[config.mk]
export PLATFORM = sky130hd
export DESIGN_NAME = bqc_batch_queue_control
export DESIGN_NICKNAME = d
export VERILOG_FILES = /design/src/hdl/bqc_pkg.sv /design/src/hdl/bqc_batch_queue_control.sv
export SDC_FILE = /design/constraint.sdc
export NUM_CORES = 1
export LEC_CHECK = 0
export BUFFER_PORTS_ARGS = -buffer_cell sky130_fd_sc_hd__buf_2
export CORE_AREA = 2 2 108 110
export DETAILED_ROUTE_END_ITERATION = 7
export DIE_AREA = 0 0 110 112
export PLACE_DENSITY = 0.84
export SLEW_MARGIN = 20
export SYNTH_ARGS = -nofsm -noshare
export SYNTH_HDL_FRONTEND = slang
export SYNTH_SLANG_ARGS = --single-unit
[constraint.sdc]
create_clock -name ref_clk_in -period 5.4 [get_ports ref_clk_in]
set_input_delay 0.54 -clock ref_clk_in [delete_from_list [all_inputs] [get_ports ref_clk_in]]
set_output_delay 0.54 -clock ref_clk_in [all_outputs]
set_load 0.1 [all_outputs]
[src/hdl/bqc_pkg.sv]
`default_nettype none
package bqc_pkg;
    // Register offsets
    localparam logic [7:0] QUEUE_MODE_AND_RATES_ADDR      = 8'h0a;
    localparam logic [7:0] BATCH_COUNT_CTRL_HIGH_ADDR     = 8'h0b;
    localparam logic [7:0] BATCH_COUNT_THRESHOLD_LOW_ADDR = 8'h0c;
    localparam logic [7:0] IRQ_PIN_A_ROUTING_ADDR         = 8'h0d;
    localparam logic [7:0] REG_RESET_VALUE                = 8'h00;

    // Field positions in queue_mode_and_rates
    localparam int TS_DEC_MSB   = 7;
    localparam int TS_DEC_LSB   = 6;
    localparam int TEMP_MSB     = 5;
    localparam int TEMP_LSB     = 4;
    localparam int MODE_MSB     = 2;
    localparam int MODE_LSB     = 0;

    // Field positions in batch_count_ctrl_high
    localparam int PULSED_BIT   = 7;
    localparam int CLEAR_BIT    = 6;
    localparam int SOURCE_BIT   = 5;
    localparam int TH_HIGH_MSB  = 2;

    // Field positions in irq_pin_a_routing
    localparam int RT_STAMP     = 7;
    localparam int RT_CNT       = 6;
    localparam int RT_FULL      = 5;
    localparam int RT_OVR       = 4;
    localparam int RT_TH        = 3;
    localparam int RT_BOOT      = 2;
    localparam int RT_GY        = 1;
    localparam int RT_XL        = 0;

    // Queue mode codes
    localparam logic [2:0] MODE_BYPASS      = 3'h0;
    localparam logic [2:0] MODE_STOP_FULL   = 3'h1;
    localparam logic [2:0] MODE_CONT_TO_STOP = 3'h3;
    localparam logic [2:0] MODE_BYP_TO_CONT = 3'h4;
    localparam logic [2:0] MODE_CONTINUOUS  = 3'h6;
    localparam logic [2:0] MODE_BYP_TO_STOP = 3'h7;

    // Decimation and rate codes
    localparam logic [1:0] TS_OFF     = 2'h0;
    localparam logic [1:0] TS_DEC_1   = 2'h1;
    localparam logic [1:0] TS_DEC_8   = 2'h2;
    localparam logic [4:0] DEC_8_LAST  = 5'h07;
    localparam logic [4:0] DEC_32_LAST = 5'h1f;
    localparam logic [3:0] BDR_OFF     = 4'h0;
    localparam logic [3:0] BDR_SLOWEST = 4'hb;
    localparam logic [1:0] TEMP_OFF    = 2'h0;
    localparam logic [1:0] TEMP_LO     = 2'h1;
    localparam logic [1:0] TEMP_MID    = 2'h2;

    // Timing: clock in hertz, rates in milli-hertz, pulse in nanoseconds
    localparam longint CLK_HZ          = 200_000_000;
    localparam longint TEMP_LO_MHZ     = 1_600;
    localparam longint TEMP_MID_MHZ    = 12_500;
    localparam longint TEMP_HI_MHZ     = 52_000;
    localparam longint TEMP_LO_CYC     = CLK_HZ * 1000 / TEMP_LO_MHZ;
    localparam longint TEMP_MID_CYC    = CLK_HZ * 1000 / TEMP_MID_MHZ;
    localparam longint TEMP_HI_CYC     = CLK_HZ * 1000 / TEMP_HI_MHZ;
    localparam longint DRDY_PULSE_NS   = 75_000;
    localparam longint CLK_PERIOD_NS   = 5;
    localparam longint DRDY_PULSE_CYC  = DRDY_PULSE_NS / CLK_PERIOD_NS;
endpackage : bqc_pkg
`default_nettype wire

[src/hdl/bqc_batch_queue_control.sv]
// Overview of operation
// - Timestamps batch at faster sensor rate divided by 1, 8 or 32; 00 off.
// - Temperature batch rate code: 00 off, then 1.6, 12.5, 52 Hz.
// - Mode 000 bypasses the queue; codes 010 and 101 must not be used.
// - Mode 001 stops storing once the queue is full.
// - Mode 110 stores continuously, new sample replaces oldest when full.
// - Mode 011 is continuous while trigger high, then stop-when-full.
// - Mode 100 is bypass while trigger high, then continuous.
// - Mode 111 is bypass while trigger high, then stop-when-full.
// - Pulse-select 0 latches data-ready until the host reads the data.
// - Pulse-select 1 makes each data-ready a 75 us pulse.
// - Writing 1 to clear bit zeroes the counter; bit self-clears.
// - Counter counts accelerometer events at source 0, gyroscope at 1.
// - 11-bit threshold; reaching it clears counter and sets the hit flag.
// - Pin routing acts only while no dynamic address is assigned.
// - Pin shows OR of enabled sources here and companion routing.
// - With dynamic address, full/overrun/threshold/ready raise in-band irq.
// - Enables route hit, full, overrun, threshold, boot, ready flags.
// - A dedicated enable routes the external-stamp flag to the pin.
// - Batch rate code 0000 means the sensor is not batched.
`default_nettype none
module bqc_batch_queue_control
    import bqc_pkg::*;
#(
    parameter longint TEMP_LO_DIV  = TEMP_LO_CYC,
    parameter longint TEMP_MID_DIV = TEMP_MID_CYC,
    parameter longint TEMP_HI_DIV  = TEMP_HI_CYC,
    parameter longint DRDY_PULSE   = DRDY_PULSE_CYC
) (
    input  wire logic       ref_clk_in,
    input  wire logic       rstn_in,
    input  wire logic       reg_wr_en_in,
    input  wire logic       reg_rd_en_in,
    input  wire logic [7:0] reg_addr_in,
    input  wire logic [7:0] reg_wdata_in,
    output var  logic [7:0] reg_rdata_out,
    input  wire logic [3:0] accel_batch_rate_in,
    input  wire logic [3:0] gyro_batch_rate_in,
    input  wire logic       accel_batch_evt_in,
    input  wire logic       gyro_batch_evt_in,
    input  wire logic       trigger_in,
    input  wire logic       queue_full_in,
    input  wire logic       queue_overrun_in,
    input  wire logic       queue_threshold_in,
    input  wire logic       boot_status_in,
    input  wire logic       accel_ready_evt_in,
    input  wire logic       gyro_ready_evt_in,
    input  wire logic       data_read_in,
    input  wire logic       status_read_in,
    input  wire logic       external_stamp_input_in,
    input  wire logic       companion_routing_reg_in,
    input  wire logic       dyn_addr_assigned_in,
    output var  logic       queue_store_en_out,
    output var  logic       queue_overwrite_out,
    output var  logic       ts_batch_out,
    output var  logic       temp_batch_out,
    output var  logic       accel_ready_out,
    output var  logic       gyro_ready_out,
    output var  logic       batch_count_hit_flag_out,
    output var  logic       irq_pin_a_out,
    output var  logic       ibi_req_out
);

    typedef struct packed {
        logic [7:0]  queue_mode_and_rates_reg;
        logic [7:0]  batch_count_ctrl_high_reg;
        logic [7:0]  batch_count_threshold_low_reg;
        logic [7:0]  irq_pin_a_routing_reg;
        logic [7:0]  rdata;
        logic        trig_s1;
        logic        trig_s2;
        logic [10:0] batch_count;
        logic        hit_flag;
        logic [4:0]  ts_dec_cnt;
        logic [26:0] temp_cnt;
        logic [1:0]  drdy;
        logic [13:0] drdy_cnt_xl;
        logic [13:0] drdy_cnt_gy;
        logic        store_en;
        logic        overwrite;
        logic        ts_pulse;
        logic        temp_pulse;
        logic        irq_pin;
        logic        ibi;
    } bqc_state_t;
    bqc_state_t state_reg;
    bqc_state_t state_next;
    // Orders batch rate codes by speed; slowest code ranks just above off
    function automatic logic [3:0] bqc_rate_rank(input logic [3:0] code);
        if (code == BDR_OFF) begin
            bqc_rate_rank = 4'h0;
        end else if (code == BDR_SLOWEST) begin
            bqc_rate_rank = 4'h1;
        end else begin
            bqc_rate_rank = code + 4'h1;
        end
    endfunction : bqc_rate_rank
    logic [2:0]  mode;
    logic [1:0]  ts_sel;
    logic [1:0]  temp_sel;
    logic        pulsed;
    logic [10:0] threshold;
    logic        cnt_evt;
    logic        ts_src_evt;
    logic [26:0] temp_last;
    logic [7:0]  rt;
    // Field extraction from the stored registers
    assign mode      = state_reg.queue_mode_and_rates_reg[MODE_MSB:MODE_LSB];
    assign ts_sel    = state_reg.queue_mode_and_rates_reg[TS_DEC_MSB:TS_DEC_LSB];
    assign temp_sel  = state_reg.queue_mode_and_rates_reg[TEMP_MSB:TEMP_LSB];
    assign pulsed    = state_reg.batch_count_ctrl_high_reg[PULSED_BIT];
    assign threshold = {state_reg.batch_count_ctrl_high_reg[TH_HIGH_MSB:0],
                        state_reg.batch_count_threshold_low_reg};
    assign rt        = state_reg.irq_pin_a_routing_reg;
    // Counter event source select
    assign cnt_evt = state_reg.batch_count_ctrl_high_reg[SOURCE_BIT]
                   ? gyro_batch_evt_in : accel_batch_evt_in;
    // Timestamp follows the faster batched sensor; code 0000 is unbatched
    always_comb begin
        logic [3:0] xl_rank;
        logic [3:0] gy_rank;
        xl_rank = bqc_rate_rank(accel_batch_rate_in);
        gy_rank = bqc_rate_rank(gyro_batch_rate_in);
        if (xl_rank == 4'h0 && gy_rank == 4'h0) begin
            ts_src_evt = 1'b0;
        end else if (xl_rank >= gy_rank) begin
            ts_src_evt = accel_batch_evt_in;
        end else begin
            ts_src_evt = gyro_batch_evt_in;
        end
    end
    // Temperature period select
    always_comb begin
        unique case (temp_sel)
            TEMP_LO:  temp_last = 27'(TEMP_LO_DIV - 1);
            TEMP_MID: temp_last = 27'(TEMP_MID_DIV - 1);
            default:  temp_last = 27'(TEMP_HI_DIV - 1);
        endcase
    end
    // Next-state logic
    always_comb begin
        logic       trig;
        logic       cont;
        logic       stop;
        logic [4:0] ts_last;
        logic       pin_src;
        logic       ibi_src;
        state_next = state_reg;
        trig = state_reg.trig_s2;
        cont = 1'b0;
        stop = 1'b0;
        ts_last = 5'h00;
        pin_src = 1'b0;
        ibi_src = 1'b0;

        // Trigger synchroniser
        state_next.trig_s1 = trigger_in;
        state_next.trig_s2 = state_reg.trig_s1;

        // Self-clearing counter clear bit
        state_next.batch_count_ctrl_high_reg[CLEAR_BIT] = 1'b0;

        // Register writes
        if (reg_wr_en_in) begin
            unique case (reg_addr_in)
                QUEUE_MODE_AND_RATES_ADDR:
                    state_next.queue_mode_and_rates_reg = reg_wdata_in;
                BATCH_COUNT_CTRL_HIGH_ADDR:
                    state_next.batch_count_ctrl_high_reg = reg_wdata_in;
                BATCH_COUNT_THRESHOLD_LOW_ADDR:
                    state_next.batch_count_threshold_low_reg = reg_wdata_in;
                IRQ_PIN_A_ROUTING_ADDR:
                    state_next.irq_pin_a_routing_reg = reg_wdata_in;
                default: ;
            endcase
        end

        // Register reads; clear bit reads as stored, so one only in the cycle after its write
        state_next.rdata = REG_RESET_VALUE;
        if (reg_rd_en_in) begin
            unique case (reg_addr_in)
                QUEUE_MODE_AND_RATES_ADDR:
                    state_next.rdata = state_reg.queue_mode_and_rates_reg;
                BATCH_COUNT_CTRL_HIGH_ADDR:
                    state_next.rdata = state_reg.batch_count_ctrl_high_reg;
                BATCH_COUNT_THRESHOLD_LOW_ADDR:
                    state_next.rdata = state_reg.batch_count_threshold_low_reg;
                IRQ_PIN_A_ROUTING_ADDR:
                    state_next.rdata = rt;
                default: state_next.rdata = REG_RESET_VALUE;
            endcase
        end else begin
            state_next.rdata = state_reg.rdata;
        end

        // Batching-event counter with threshold
        if (state_reg.batch_count_ctrl_high_reg[CLEAR_BIT]) begin
            state_next.batch_count = 11'h000;
        end else if (cnt_evt) begin
            if (state_reg.batch_count + 11'h001 == threshold) begin
                state_next.batch_count = 11'h000;
                state_next.hit_flag = 1'b1;
            end else begin
                state_next.batch_count = state_reg.batch_count + 11'h001;
            end
        end
        // Hit flag clears on status read unless set this cycle
        if (status_read_in && !(cnt_evt && !state_reg
                .batch_count_ctrl_high_reg[CLEAR_BIT]
                && state_reg.batch_count + 11'h001 == threshold)) begin
            state_next.hit_flag = 1'b0;
        end

        // Queue mode decode
        unique case (mode)
            MODE_STOP_FULL:    stop = 1'b1;
            MODE_CONTINUOUS:   cont = 1'b1;
            MODE_CONT_TO_STOP: begin
                cont = trig;
                stop = !trig;
            end
            MODE_BYP_TO_CONT:  cont = !trig;
            MODE_BYP_TO_STOP:  stop = !trig;
            default: ;
        endcase
        state_next.store_en  = cont || (stop && !queue_full_in);
        state_next.overwrite = cont;

        // Timestamp decimation
        state_next.ts_pulse = 1'b0;
        ts_last = (ts_sel == TS_DEC_8) ? DEC_8_LAST : DEC_32_LAST;
        if (ts_sel == TS_OFF) begin
            state_next.ts_dec_cnt = 5'h00;
        end else if (ts_src_evt) begin
            if (ts_sel == TS_DEC_1 || state_reg.ts_dec_cnt == ts_last) begin
                state_next.ts_pulse = 1'b1;
                state_next.ts_dec_cnt = 5'h00;
            end else begin
                state_next.ts_dec_cnt = state_reg.ts_dec_cnt + 5'h01;
            end
        end

        // Temperature batching tick
        state_next.temp_pulse = 1'b0;
        if (temp_sel == TEMP_OFF) begin
            state_next.temp_cnt = 27'h000_0000;
        end else if (state_reg.temp_cnt >= temp_last) begin
            state_next.temp_cnt = 27'h000_0000;
            state_next.temp_pulse = 1'b1;
        end else begin
            state_next.temp_cnt = state_reg.temp_cnt + 27'h000_0001;
        end

        // Data-ready: latched until read, or fixed-length pulse
        if (pulsed) begin
            state_next.drdy[0] = accel_ready_evt_in
                || state_reg.drdy_cnt_xl != 14'h0000;
            state_next.drdy[1] = gyro_ready_evt_in
                || state_reg.drdy_cnt_gy != 14'h0000;
            state_next.drdy_cnt_xl = accel_ready_evt_in
                ? 14'(DRDY_PULSE - 1)
                : (state_reg.drdy_cnt_xl != 14'h0000
                   ? state_reg.drdy_cnt_xl - 14'h0001 : 14'h0000);
            state_next.drdy_cnt_gy = gyro_ready_evt_in
                ? 14'(DRDY_PULSE - 1)
                : (state_reg.drdy_cnt_gy != 14'h0000
                   ? state_reg.drdy_cnt_gy - 14'h0001 : 14'h0000);
        end else begin
            state_next.drdy_cnt_xl = 14'h0000;
            state_next.drdy_cnt_gy = 14'h0000;
            state_next.drdy[0] = accel_ready_evt_in
                || (state_reg.drdy[0] && !data_read_in);
            state_next.drdy[1] = gyro_ready_evt_in
                || (state_reg.drdy[1] && !data_read_in);
        end

        // Interrupt routing
        pin_src = (rt[RT_STAMP] && external_stamp_input_in)
                || (rt[RT_CNT] && state_reg.hit_flag)
                || (rt[RT_BOOT] && boot_status_in)
                || companion_routing_reg_in;
        ibi_src = (rt[RT_FULL] && queue_full_in)
                || (rt[RT_OVR] && queue_overrun_in)
                || (rt[RT_TH] && queue_threshold_in)
                || (rt[RT_GY] && state_reg.drdy[1])
                || (rt[RT_XL] && state_reg.drdy[0]);
        state_next.irq_pin = !dyn_addr_assigned_in
                           && (pin_src || ibi_src);
        state_next.ibi = dyn_addr_assigned_in && ibi_src;
    end
    // State register
    always_ff @(posedge ref_clk_in or negedge rstn_in) begin
        if (!rstn_in) begin
            state_reg <= '0;
        end else begin
            state_reg <= state_next;
        end
    end

    // Outputs straight from the state flops
    assign reg_rdata_out            = state_reg.rdata;
    assign queue_store_en_out       = state_reg.store_en;
    assign queue_overwrite_out      = state_reg.overwrite;
    assign ts_batch_out             = state_reg.ts_pulse;
    assign temp_batch_out           = state_reg.temp_pulse;
    assign accel_ready_out          = state_reg.drdy[0];
    assign gyro_ready_out           = state_reg.drdy[1];
    assign batch_count_hit_flag_out = state_reg.hit_flag;
    assign irq_pin_a_out            = state_reg.irq_pin;
    assign ibi_req_out              = state_reg.ibi;
endmodule : bqc_batch_queue_control
`default_nettype wire

# Word level (Yosys, flattened, before mapping)
# Cells that the tools add are included.
[word_totals] elab_cells=140 out_inout_bits=17 regBits=122 inputBits=42
[classes] addsub=7 mux=37 n_reduce_logical=55 n_eq_ne=18 n_lt_le_gt_ge=2
[op_table] op="2-to-1 mux 14 bit" n=4
[op_table] op="2-to-1 mux 27 bit" n=2
[op_table] op="case mux 27 bit (2 select lines)" n=1
[op_table] op="equality test 8 x 4 -> 1 bit, second input constant" n=4
[op_table] op="case mux 8 bit (4 select lines)" n=1
[op_table] op="2-to-1 mux 30 bit" n=1
[op_table] op="nonzero test 14 bit" n=2
[op_table] op="subtractor 14 x 1 -> 14 bit, second input constant" n=2
[op_table] op="adder 27 x 1 -> 27 bit, second input constant" n=1
[op_table] op=">= comparator 27 bit" n=1
[op_table] op="2-to-1 mux 23 bit" n=1
[op_table] op="2-to-1 mux 11 bit" n=2
[op_table] op="2-to-1 mux 5 bit" n=4
[op_table] op="logical AND 1 bit" n=17
[op_table] op="logical NOT 4 bit" n=4
[op_table] op="2-to-1 mux 4 bit" n=4
[op_table] op="2-to-1 mux 8 bit" n=2
[op_table] op="logical OR 1 bit" n=14
[op_table] op="2-to-1 mux 12 bit" n=1
[op_table] op="adder 11 x 1 -> 11 bit, second input constant" n=1
[op_table] op="equality test 11 bit" n=1
[op_table] op="2-to-1 mux 1 bit" n=11
[op_table] op="equality test 3 bit, second input constant" n=3
[op_table] op="adder 4 x 1 -> 4 bit, second input constant" n=2
[op_table] op="18 further kinds" n=33

# Logic depth before layout (Yosys ltp)
# Gate-level depths: netlist (run 1).
[depth] depth_word=8 mapped_depth=12 mapped_depth_nobuf=12

# Worst setup path after synthesis (run 1)
# OpenSTA, ideal clock, no wires.
[synth_path] kind="input to register" startpoint="in accel_batch_rate_in[0]" endpoint="reg state_reg[65] in the netlist's numbering" required_time_ps=5269 cell_stages=9 n_path_buf=0 arrival_ps=2819 setup_time_ps=131 path_slack_ps=2450 cell_sequence="ha_1 or3b_2 o211ai_1 ha_1 a2111oi_0 or4b_2 nand2_1 a21oi_1 or3_1"
[synth_via] elab_chain_cells=7 word_cells_on_any_way=11 classes_between="add/sub: 1; order compare: 1; eq/ne: 1; mux: 4; reduce/logical: 4"
[synth_lines] item="start: declaration" line="bqc_batch_queue_control.sv:37" rtl="input wire logic [3:0] accel_batch_rate_in,"
[synth_lines] item="adder 4 x 1 -> 4 bit / equality test 4 bit (equally long branches)" line="bqc_batch_queue_control.sv:95, bqc_batch_queue_control.sv:92"
[synth_lines] item="2-to-1 mux 4 bit" line="bqc_batch_queue_control.sv:92" rtl="end else if (code == BDR_SLOWEST) begin"
[synth_lines] item="2-to-1 mux 4 bit (*)" line="bqc_batch_queue_control.sv:90" rtl="if (code == BDR_OFF) begin"
[synth_lines] item=">= comparator 4 bit / logical NOT 4 bit (equally long branches)" line="bqc_batch_queue_control.sv:126, bqc_batch_queue_control.sv:124"
[synth_lines] item="2-to-1 mux 1 bit / logical AND 1 bit (equally long branches)" line="bqc_batch_queue_control.sv:126, bqc_batch_queue_control.sv:124"
[synth_lines] item="2-to-1 mux 1 bit (*)" line="bqc_batch_queue_control.sv:124" rtl="if (xl_rank == 4'h0 && gy_rank == 4'h0) begin"
[synth_lines] item="nonzero test 2 bit (no line) (*)"
[synth_lines] item="end signal: assignment" line="bqc_batch_queue_control.sv:296" rtl="state_reg <= state_next;"
[synth_lines] item="end: declaration" line="bqc_batch_queue_control.sv:86" rtl="bqc_state_t state_reg;"
# Mark *: on every way between the ends. The rest lies on a longest branch, timed or not.
# A chain may end at the register's enable or synchronous reset.

# Worst setup path after layout (run 1)
[layout_path] startpoint="in gyro_batch_rate_in[0]" endpoint="reg state_reg[65] in the netlist's numbering"
[layout_via] elab_chain_cells=7 word_cells_on_any_way=11 classes_between="add/sub: 1; order compare: 1; eq/ne: 1; mux: 4; reduce/logical: 4"
[layout_lines] item="start: declaration" line="bqc_batch_queue_control.sv:38" rtl="input wire logic [3:0] gyro_batch_rate_in,"
[layout_lines] item="adder 4 x 1 -> 4 bit / equality test 4 bit (equally long branches)" line="bqc_batch_queue_control.sv:95, bqc_batch_queue_control.sv:92"
[layout_lines] item="2-to-1 mux 4 bit" line="bqc_batch_queue_control.sv:92"
[layout_lines] item="2-to-1 mux 4 bit (*)" line="bqc_batch_queue_control.sv:90"
[layout_lines] item=">= comparator 4 bit / logical NOT 4 bit (equally long branches)" line="bqc_batch_queue_control.sv:126, bqc_batch_queue_control.sv:124"
[layout_lines] item="2-to-1 mux 1 bit / logical AND 1 bit (equally long branches)" line="bqc_batch_queue_control.sv:126, bqc_batch_queue_control.sv:124"
[layout_lines] item="2-to-1 mux 1 bit (*)" line="bqc_batch_queue_control.sv:124"
[layout_lines] item="nonzero test 2 bit (no line) (*)"
# Marks and branches as above.

==> flow_metrics.py, run 1 <==
metrics = {
    "outcome": {
        "outcome": "finished, final reports clean",
    },
    "critical_path": {
        "ff2ff_path_depth": 10,
        "critPathCapture": "state_reg[65]$_DFFE_PN0P_",
        "cp.required_ns": 5.69,
        "cp_data_arrival_time_ns": 3.22,
        "path_cells": "buf_2 -> inv_1 -> ha_1 -> a21oi_1 -> o21ai_0 -> inv_1 -> ha_1 -> nand2b_1 -> a2111oi_0 -> or4b_2 -> nand2_1 -> a31oi_1 -> or3_1",
        "start_kind": "input port",
        "crit_type": "input port to flop",
        "cpPeakStageDelay_ns": 0.72,
        "rrSetupSlack_ns": 2.55,
        "crit_fanout": 5,
        "worstSetupEndpointType": "flop",
        "worstSetupStartpoint": "gyro_batch_rate_in[0]",
        "rr_endpoint": "temp_batch_out$_DFF_PN0_",
        "slowest_stage": "or4b_2",
        "reg2reg_from": "state_reg[118]$_DFFE_PN0P_",
    },
    "clock_network": {
        "clkLatencyLatePin_ns": 0.42,
        "cts.sinks": 122,
        "clk_pin_slew_ns": 0.06,
        "cts_tree": "built",
        "clockBufferDepth": 2,
        "clock-root-buffer": "clkbuf_16",
        "htreeDepth": 4,
        "cts_made_buffers": 17,
        "cts_resized": 0,
        "cts-hold-fix-buffers": 0,
        "post_cts_buffers": 0,
    },
    "synthesis": {
        "avgSynthCellArea_um2": 9.944,
        "yosysMostFrequentCell": "dfrtp_1",
        "synth.yosys.warnings": 0,
        "synth_edf_count": 0,
        "yosysTopAreaCellShare_pct": 43.18,
        "synth_nets": 785,
        "synth_area_leader_cell": "dfrtp_1",
        "synth_area_um2": 7071,
        "ys_top_cells_by_area": "dfrtp_1, ha_1, mux2_2",
        "synth-seq-cells": 122,
        "ys_types": 67,
        "synthCells": 711,
        "synth_commonest_cells": "dfrtp_1, nor3_1, nand2_1",
        "ys_seq_area_share_pct": 43.18,
        "async_flop_share_pct": 100.0,
        "synthFlopType": "dfrtp_1",
    },
    "power": {
        "combPwrFrac_pct": 18.1,
        "p_clk_share_pct": 42.6,
        "p_int_mw": 1.874,
        "peakVddDrop_mv": 0.2564,
        "powerDensity_nw_per_um2": 339.2,
        "p_leak_nw": 3.704,
        "seqPwrFrac_pct": 39.3,
        "p_sw_mw": 0.8216,
        "p_sw_share_pct": 30.48,
    },
    "route": {
        "drt-initial-drc-count": 298,
        "num_vias": 5747,
        "avgViaCountPerCell": 6.329,
        "first_pass_iters": 6,
        "drc_errors": 0,
        "routed_wl_mm": 16.05,
        "wl_per_cell_um": 17.68,
        "ant_nets": 0,
    },
    "die": {
        "start_util_pct": 63.27,
        "core-area_um2": 11170,
        "dieArea_um2": 12320,
        "die_x_um": 110,
        "num_rows": 39,
        "die-height_um": 112,
        "io_pins": 59,
    },
    "finish": {
        "fin_nets": 826,
        "drive_above_1_share_pct": 17.91,
        "n_fill_cell": 801,
        "syn2layout_area_growth_pct": 12.39,
        "antennaDiodeCount": 0,
        "largest_reg_flops": 92,
        "fin_cells": 908,
    },
    "sta": {
        "post-route-period-util_pct": 54.29,
        "final_max_slew_viol_count": 0,
        "holdWs_ns": 0.1575,
        "finalSetupViolCount": 0,
        "slew-limit-headroom_pct": 31.76,
        "timing.final.hold_violations": 0,
        "period_minus_slack_ns": 2.932,
        "rsz0062_at_grt": "false",
        "fin_skew_ns": 0.008036,
        "max_clock_freq_mhz": 341.1,
        "fin_setup_tns_ns": 0,
        "tightest_slew_ns": 1.024,
    },
    "placed_design": {
        "io_buffers": 58,
        "globalplace.congestion": 0.8991,
        "dpl.cell_count": 876,
        "place_hpwl_mm": 11.05,
    },
    "global_routing": {
        "grt_overflow_total": 0,
        "grt_max_degree": 82,
        "grt_pass1_wl_mm": 27.21,
        "grt_pass1_vias": 5780,
        "grt_use_total_pct": 28.49,
        "antenna_found_initial": 0,
    },
    "job": {
        "cap_violations": 0,
    },
    "worst_hold_path": {
        "min_path_type": "input port to async pin",
    },
}
-- logic make-up after synthesis --
family | Yosys count | synth area share, %
AND/OR/NAND/NOR | 265 | 20.60
adder cells (fa/ha/maj) | 33 | 5.804
buffers and inverters | 66 | 4.495
AO/OA/AOI/OAI | 132 | 13.24
XOR/XNOR | 59 | 7.309
multiplexers | 34 | 5.380
flip-flops | 122 | 43.18
-- power by group through the flow --
stage | registers (mW) | logic, mW | clock network, mW
4_1_cts | 1.06 | 0.489 | 1.16
5_1_grt | 1.07 | 0.551 | 1.20
3_5_place_dp | 1.07 | 0.482 | 0
6_report | 1.06 | 0.488 | 1.15
2_1_floorplan | 1.04 | 0.392 | 0
3_3_place_gp | 1.07 | 0.465 | 0
-- layout make-up --
type / instances / area [um2] / area share [%]
timing repair buffer: 60 / 311.5 / 3.921
inverter: 28 / 105.1 / 1.323
multi-input combinational: 523 / 3700 / 46.56
sequential: 122 / 3053 / 38.42
clock buffer: 19 / 442.9 / 5.574
clock inverter: 13 / 155.1 / 1.952
tap: 143 / 178.9 / 2.252
-- routing by layer --
layer	vias to the layer above	part of all wire, %	wire (um)	track usage (%)
met2	179	50	8023	47.03
met1	2858	43	6843	36.84
met5	-	0	0	0
met3	29	5.6	904	6.265
li1	2681	-	-	-
met4	0	1.7	280	9.873
-- metrics by stage --
step           setup slack, ns  util [%]  total power, mW  area, um2
2_1_floorplan            2.450         -            1.433       7071
3_3_place_gp             2.230     65.73            1.531       7345
3_5_place_dp             2.058     65.73            1.553       7345
4_1_cts                  2.508     71.08            2.705       7943
5_1_grt                  2.240     71.11            2.823       7946
6_report                 2.468     71.11            2.695       7946
-- placed cells by master (no fill, tap or decap), drive strengths merged, types with 3 or more instances in the layout --
cell type	instances
nor2	31
a21oi	24
and4b	3
nor3b	5
o2bb2ai	8
a221oi	9
xor2	32
a31o	3
buf	60
and3	16
nand4	13
xnor2	27
o21ai	28
a211oi	5
nor4b	5
nor3	55
and4	7
o31ai	12
o21a	4
a21o	5
clkinvlp	3
and2	6
nand2	51
clkbuf	19
or3	4
nor2b	7
o211ai	4
a31oi	5
nand3b	14
a22o	9
inv	35
ha	32
dfrtp	122
mux2	32
nand2b	9
or4	3
nor4	3
nand3	26
-- worst min-delay path by stage --
stage / from / endpoint / slack [ns] / cells after the start
floorplan: rstn_in / accel_ready_out$_DFF_PN0_ / 0.24 / 0
global placement: state_next[80]$_DFF_PN0_ / state_reg[80]$_DFF_PN0_ / 0.34 / 0
detailed placement: state_next[80]$_DFF_PN0_ / state_reg[80]$_DFF_PN0_ / 0.34 / 0
CTS: trigger_in / state_next[80]$_DFF_PN0_ / 0.21 / 1
global route: trigger_in / state_next[80]$_DFF_PN0_ / 0.21 / 1
finish: rstn_in / state_reg[59]$_DFF_PN0_ / 0.16 / 1
-- worst max-delay path, delay by kind of cell --
family | cells | cell delay [ns]
buffers and inverters | 3 | 0.28
and+or+nand+nor | 4 | 1.36
AOI/OAI and AO/OA | 4 | 0.57
adders and majority gates | 2 | 0.45
Note: power is estimated with default switching activity, not from simulation.
==> run 2, diff against run 1 <==
--- a/config.mk
+++ b/config.mk
@@ -6,10 +6,10 @@
 export NUM_CORES = 1
 export LEC_CHECK = 0
 export BUFFER_PORTS_ARGS = -buffer_cell sky130_fd_sc_hd__buf_2
-export CORE_AREA = 2 2 108 110
+export CORE_AREA = 2 2 112 114
 export DETAILED_ROUTE_END_ITERATION = 7
-export DIE_AREA = 0 0 110 112
-export PLACE_DENSITY = 0.84
+export DIE_AREA = 0 0 114 116
+export PLACE_DENSITY = 0.79
 export SLEW_MARGIN = 20
 export SYNTH_ARGS = -nofsm -noshare
 export SYNTH_HDL_FRONTEND = slang
==> constraint.sdc (replaced) <==
create_clock -name ref_clk_in -period 2.9 [get_ports ref_clk_in]
set_input_delay 0.29 -clock ref_clk_in [delete_from_list [all_inputs] [get_ports ref_clk_in]]
set_output_delay 0.29 -clock ref_clk_in [all_outputs]
set_load 0.1 [all_outputs]
==> run 2 against run 1 <==
Net effect: cell area is 2.3% higher; count of clock-buffer cells in the layout stayed put; critical path depth is 3 lower; total power is 86% higher; combinational power is 94% higher; clock power is 83% higher; setup slack worse by 2.3 ns; final cell count is 2.4% higher; critical endpoint is now state_reg[52]$_DFF_PN0_; sequential cell count stayed put; sequential share of layout area is 0.85 points lower; highest routed layer unchanged.
==> flow_metrics.py, run 2 (synthesis gave the netlist of run 1 again) <==
metrics = {
    "outcome": {
        "outcome": "finished, final reports clean",
    },
    "clock_network": {
        "cts.sinks": 122,
        "clockBufferDepth": 2,
        "clkLatencyLatePin_ns": 0.42,
        "cts_tree": "built",
        "clk_pin_slew_ns": 0.06,
        "clock-root-buffer": "clkbuf_16",
        "htreeDepth": 4,
        "cts_made_buffers": 17,
    },
    "finish": {
        "fin_nets": 844,
        "final_area_um2": 8125,
        "layout_commonest_cell": "dfrtp_1",
        "syn2layout_area_growth_pct": 14.92,
        "drive_above_1_share_pct": 19.92,
        "most-common-layout-cells": "dfrtp_1, buf_2, nor3_1",
        "fin_cells": 930,
        "largest_reg_flops": 92,
        "antennaDiodeCount": 0,
    },
    "route": {
        "drt-initial-drc-count": 376,
        "routed_wl_mm": 16.45,
        "drc_errors": 0,
        "ant_nets": 0,
        "wl_per_cell_um": 17.69,
        "first_pass_iters": 5,
        "num_vias": 5723,
        "avgViaCountPerCell": 6.154,
    },
    "sta": {
        "timing.final.hold_violations": 0,
        "period_minus_slack_ns": 2.711,
        "fin_setup_tns_ns": 0,
        "tightest_slew_ns": 0.7350,
        "finalSetupViolCount": 0,
        "post-route-period-util_pct": 93.48,
        "max_clock_freq_mhz": 368.9,
        "final_max_slew_viol_count": 0,
        "rsz0062_at_grt": "false",
        "fin_skew_ns": 0.009125,
        "slew-limit-headroom_pct": 51.00,
    },
    "die": {
        "num_rows": 40,
        "io_pins": 59,
        "dieArea_um2": 13220,
        "core-area_um2": 11910,
        "die-height_um": 116,
        "start_util_pct": 59.36,
        "die_x_um": 114,
    },
    "critical_path": {
        "start_kind": "flop",
        "worstSetupStartpoint": "state_reg[118]$_DFFE_PN0P_",
        "cpMostUsedCell": "inv_1",
        "slowest_stage": "dfrtp_1",
        "cpPeakStageDelay_ns": 0.38,
        "cp.required_ns": 3.21,
        "cp_data_arrival_time_ns": 3.02,
        "path_cells": "inv_1 -> ha_2 -> inv_1 -> ha_1 -> maj3_1 -> a211oi_1 -> a31o_2 -> a31oi_4 -> buf_12 -> nor3_1",
        "crit_type": "flop to flop",
        "reg2reg_from": "state_reg[118]$_DFFE_PN0P_",
        "worstSetupEndpointType": "flop",
        "crit_fanout": 17,
    },
    "power": {
        "p_sw_mw": 1.511,
        "powerDensity_nw_per_um2": 617.9,
        "p_sw_share_pct": 30.09,
        "peakVddDrop_mv": 0.4545,
        "p_leak_nw": 3.806,
        "total_power_mw": 5.021,
        "p_clk_share_pct": 41.9,
        "p_int_mw": 3.510,
        "combPwrFrac_pct": 18.8,
        "seqPwrFrac_pct": 39.2,
    },
    "global_routing": {
        "grt_max_degree": 57,
        "grt_use_total_pct": 26.38,
        "grt_pass1_wl_mm": 27.63,
        "grt_overflow_total": 0,
        "antenna_found_initial": 0,
        "grt_pass1_vias": 5761,
    },
    "worst_hold_path": {
        "min_path_type": "input port to flop",
        "min-delay-start": "dyn_addr_assigned_in",
    },
    "placed_design": {
        "io_buffers": 58,
        "dpl.cell_count": 892,
        "place_hpwl_mm": 11.61,
        "postPlaceCellArea_um2": 7465,
        "globalplace.congestion": 0.9460,
    },
    "job": {
        "cap_violations": 0,
    },
}
==> run 2: stage by stage <==
step                      hold WS, ns  utilization [%]  setup WS, ns
after floorplan             -0.005591                -        0.2001
after global placement         0.3382            62.67       0.01088
after detailed placement       0.3602            62.67       -0.1081
after CTS                     0.01777            67.84        0.1304
after global routing          0.02486            68.21       0.03724
final                         0.03120            68.21        0.1892
==> run 2: power groups by stage <==
stage | Clock [mW] | Sequential [mW] | Combinational, mW
after floorplan | 0 | 1.94 | 0.731
after global placement | 0 | 1.98 | 0.874
after detailed placement | 0 | 1.99 | 0.922
after CTS | 2.12 | 1.96 | 0.933
after global routing | 2.20 | 1.99 | 1.06
final | 2.11 | 1.97 | 0.946
==> run 2: worst max-delay path: cells and delay by family (launching register included) <==
kind | cells | cell delay (ns)
adders and majority gates | 3 | 0.84
AOI/OAI and AO/OA | 3 | 0.65
buffers and inverters | 3 | 0.48
and+or+nand+nor | 1 | 0.23
DFF | 1 | 0.38
==> run 2: worst paths after layout <==
kind                                                end  slack, ns  cells after the start
worst max-delay path            state_reg[52]$_DFF_PN0_       0.19                     10
worst min-delay path            irq_pin_a_out$_DFF_PN0_       0.03                      2
worst max register to register  state_reg[52]$_DFF_PN0_       0.19                     10
worst min register to register  state_reg[80]$_DFF_PN0_       0.36                      0
max in group asynchronous       state_reg[25]$_DFF_PN0_       1.67                      3
min in group asynchronous       state_reg[47]$_DFF_PN0_       0.47                      2
==> run 2: area by class of cell <==
cell class | count | area, um2
inverter | 28 | 105.1
clock inverter | 13 | 142.6
multi-input combinational | 523 | 3715
timing repair buffer | 78 | 473.0
tap | 147 | 183.9
clock buffer | 19 | 452.9
sequential | 122 | 3053
fill | 895 | 3786
==> run 2: metal layers <==
metal / share of wire (%) / global-route usage (%) / up-vias / routed length, um
met1: 43 / 34.01 / 2841 / 7064
met4: 1.9 / 9.593 / 0 / 318
met5: 0 / 0 / - / 0
met3: 3.8 / 6.485 / 34 / 627
met2: 51 / 43.65 / 125 / 8439
li1: - / - / 2723 / -
==> run 2: timing repair <==
item / CTS / global route
resized for setup: 0 / 3
endpoints found under the setup margin: 0 / 17
setup buffers: 0 / 4
hold buffers: 2 / 0
endpoints found under the hold margin: 55 / 0
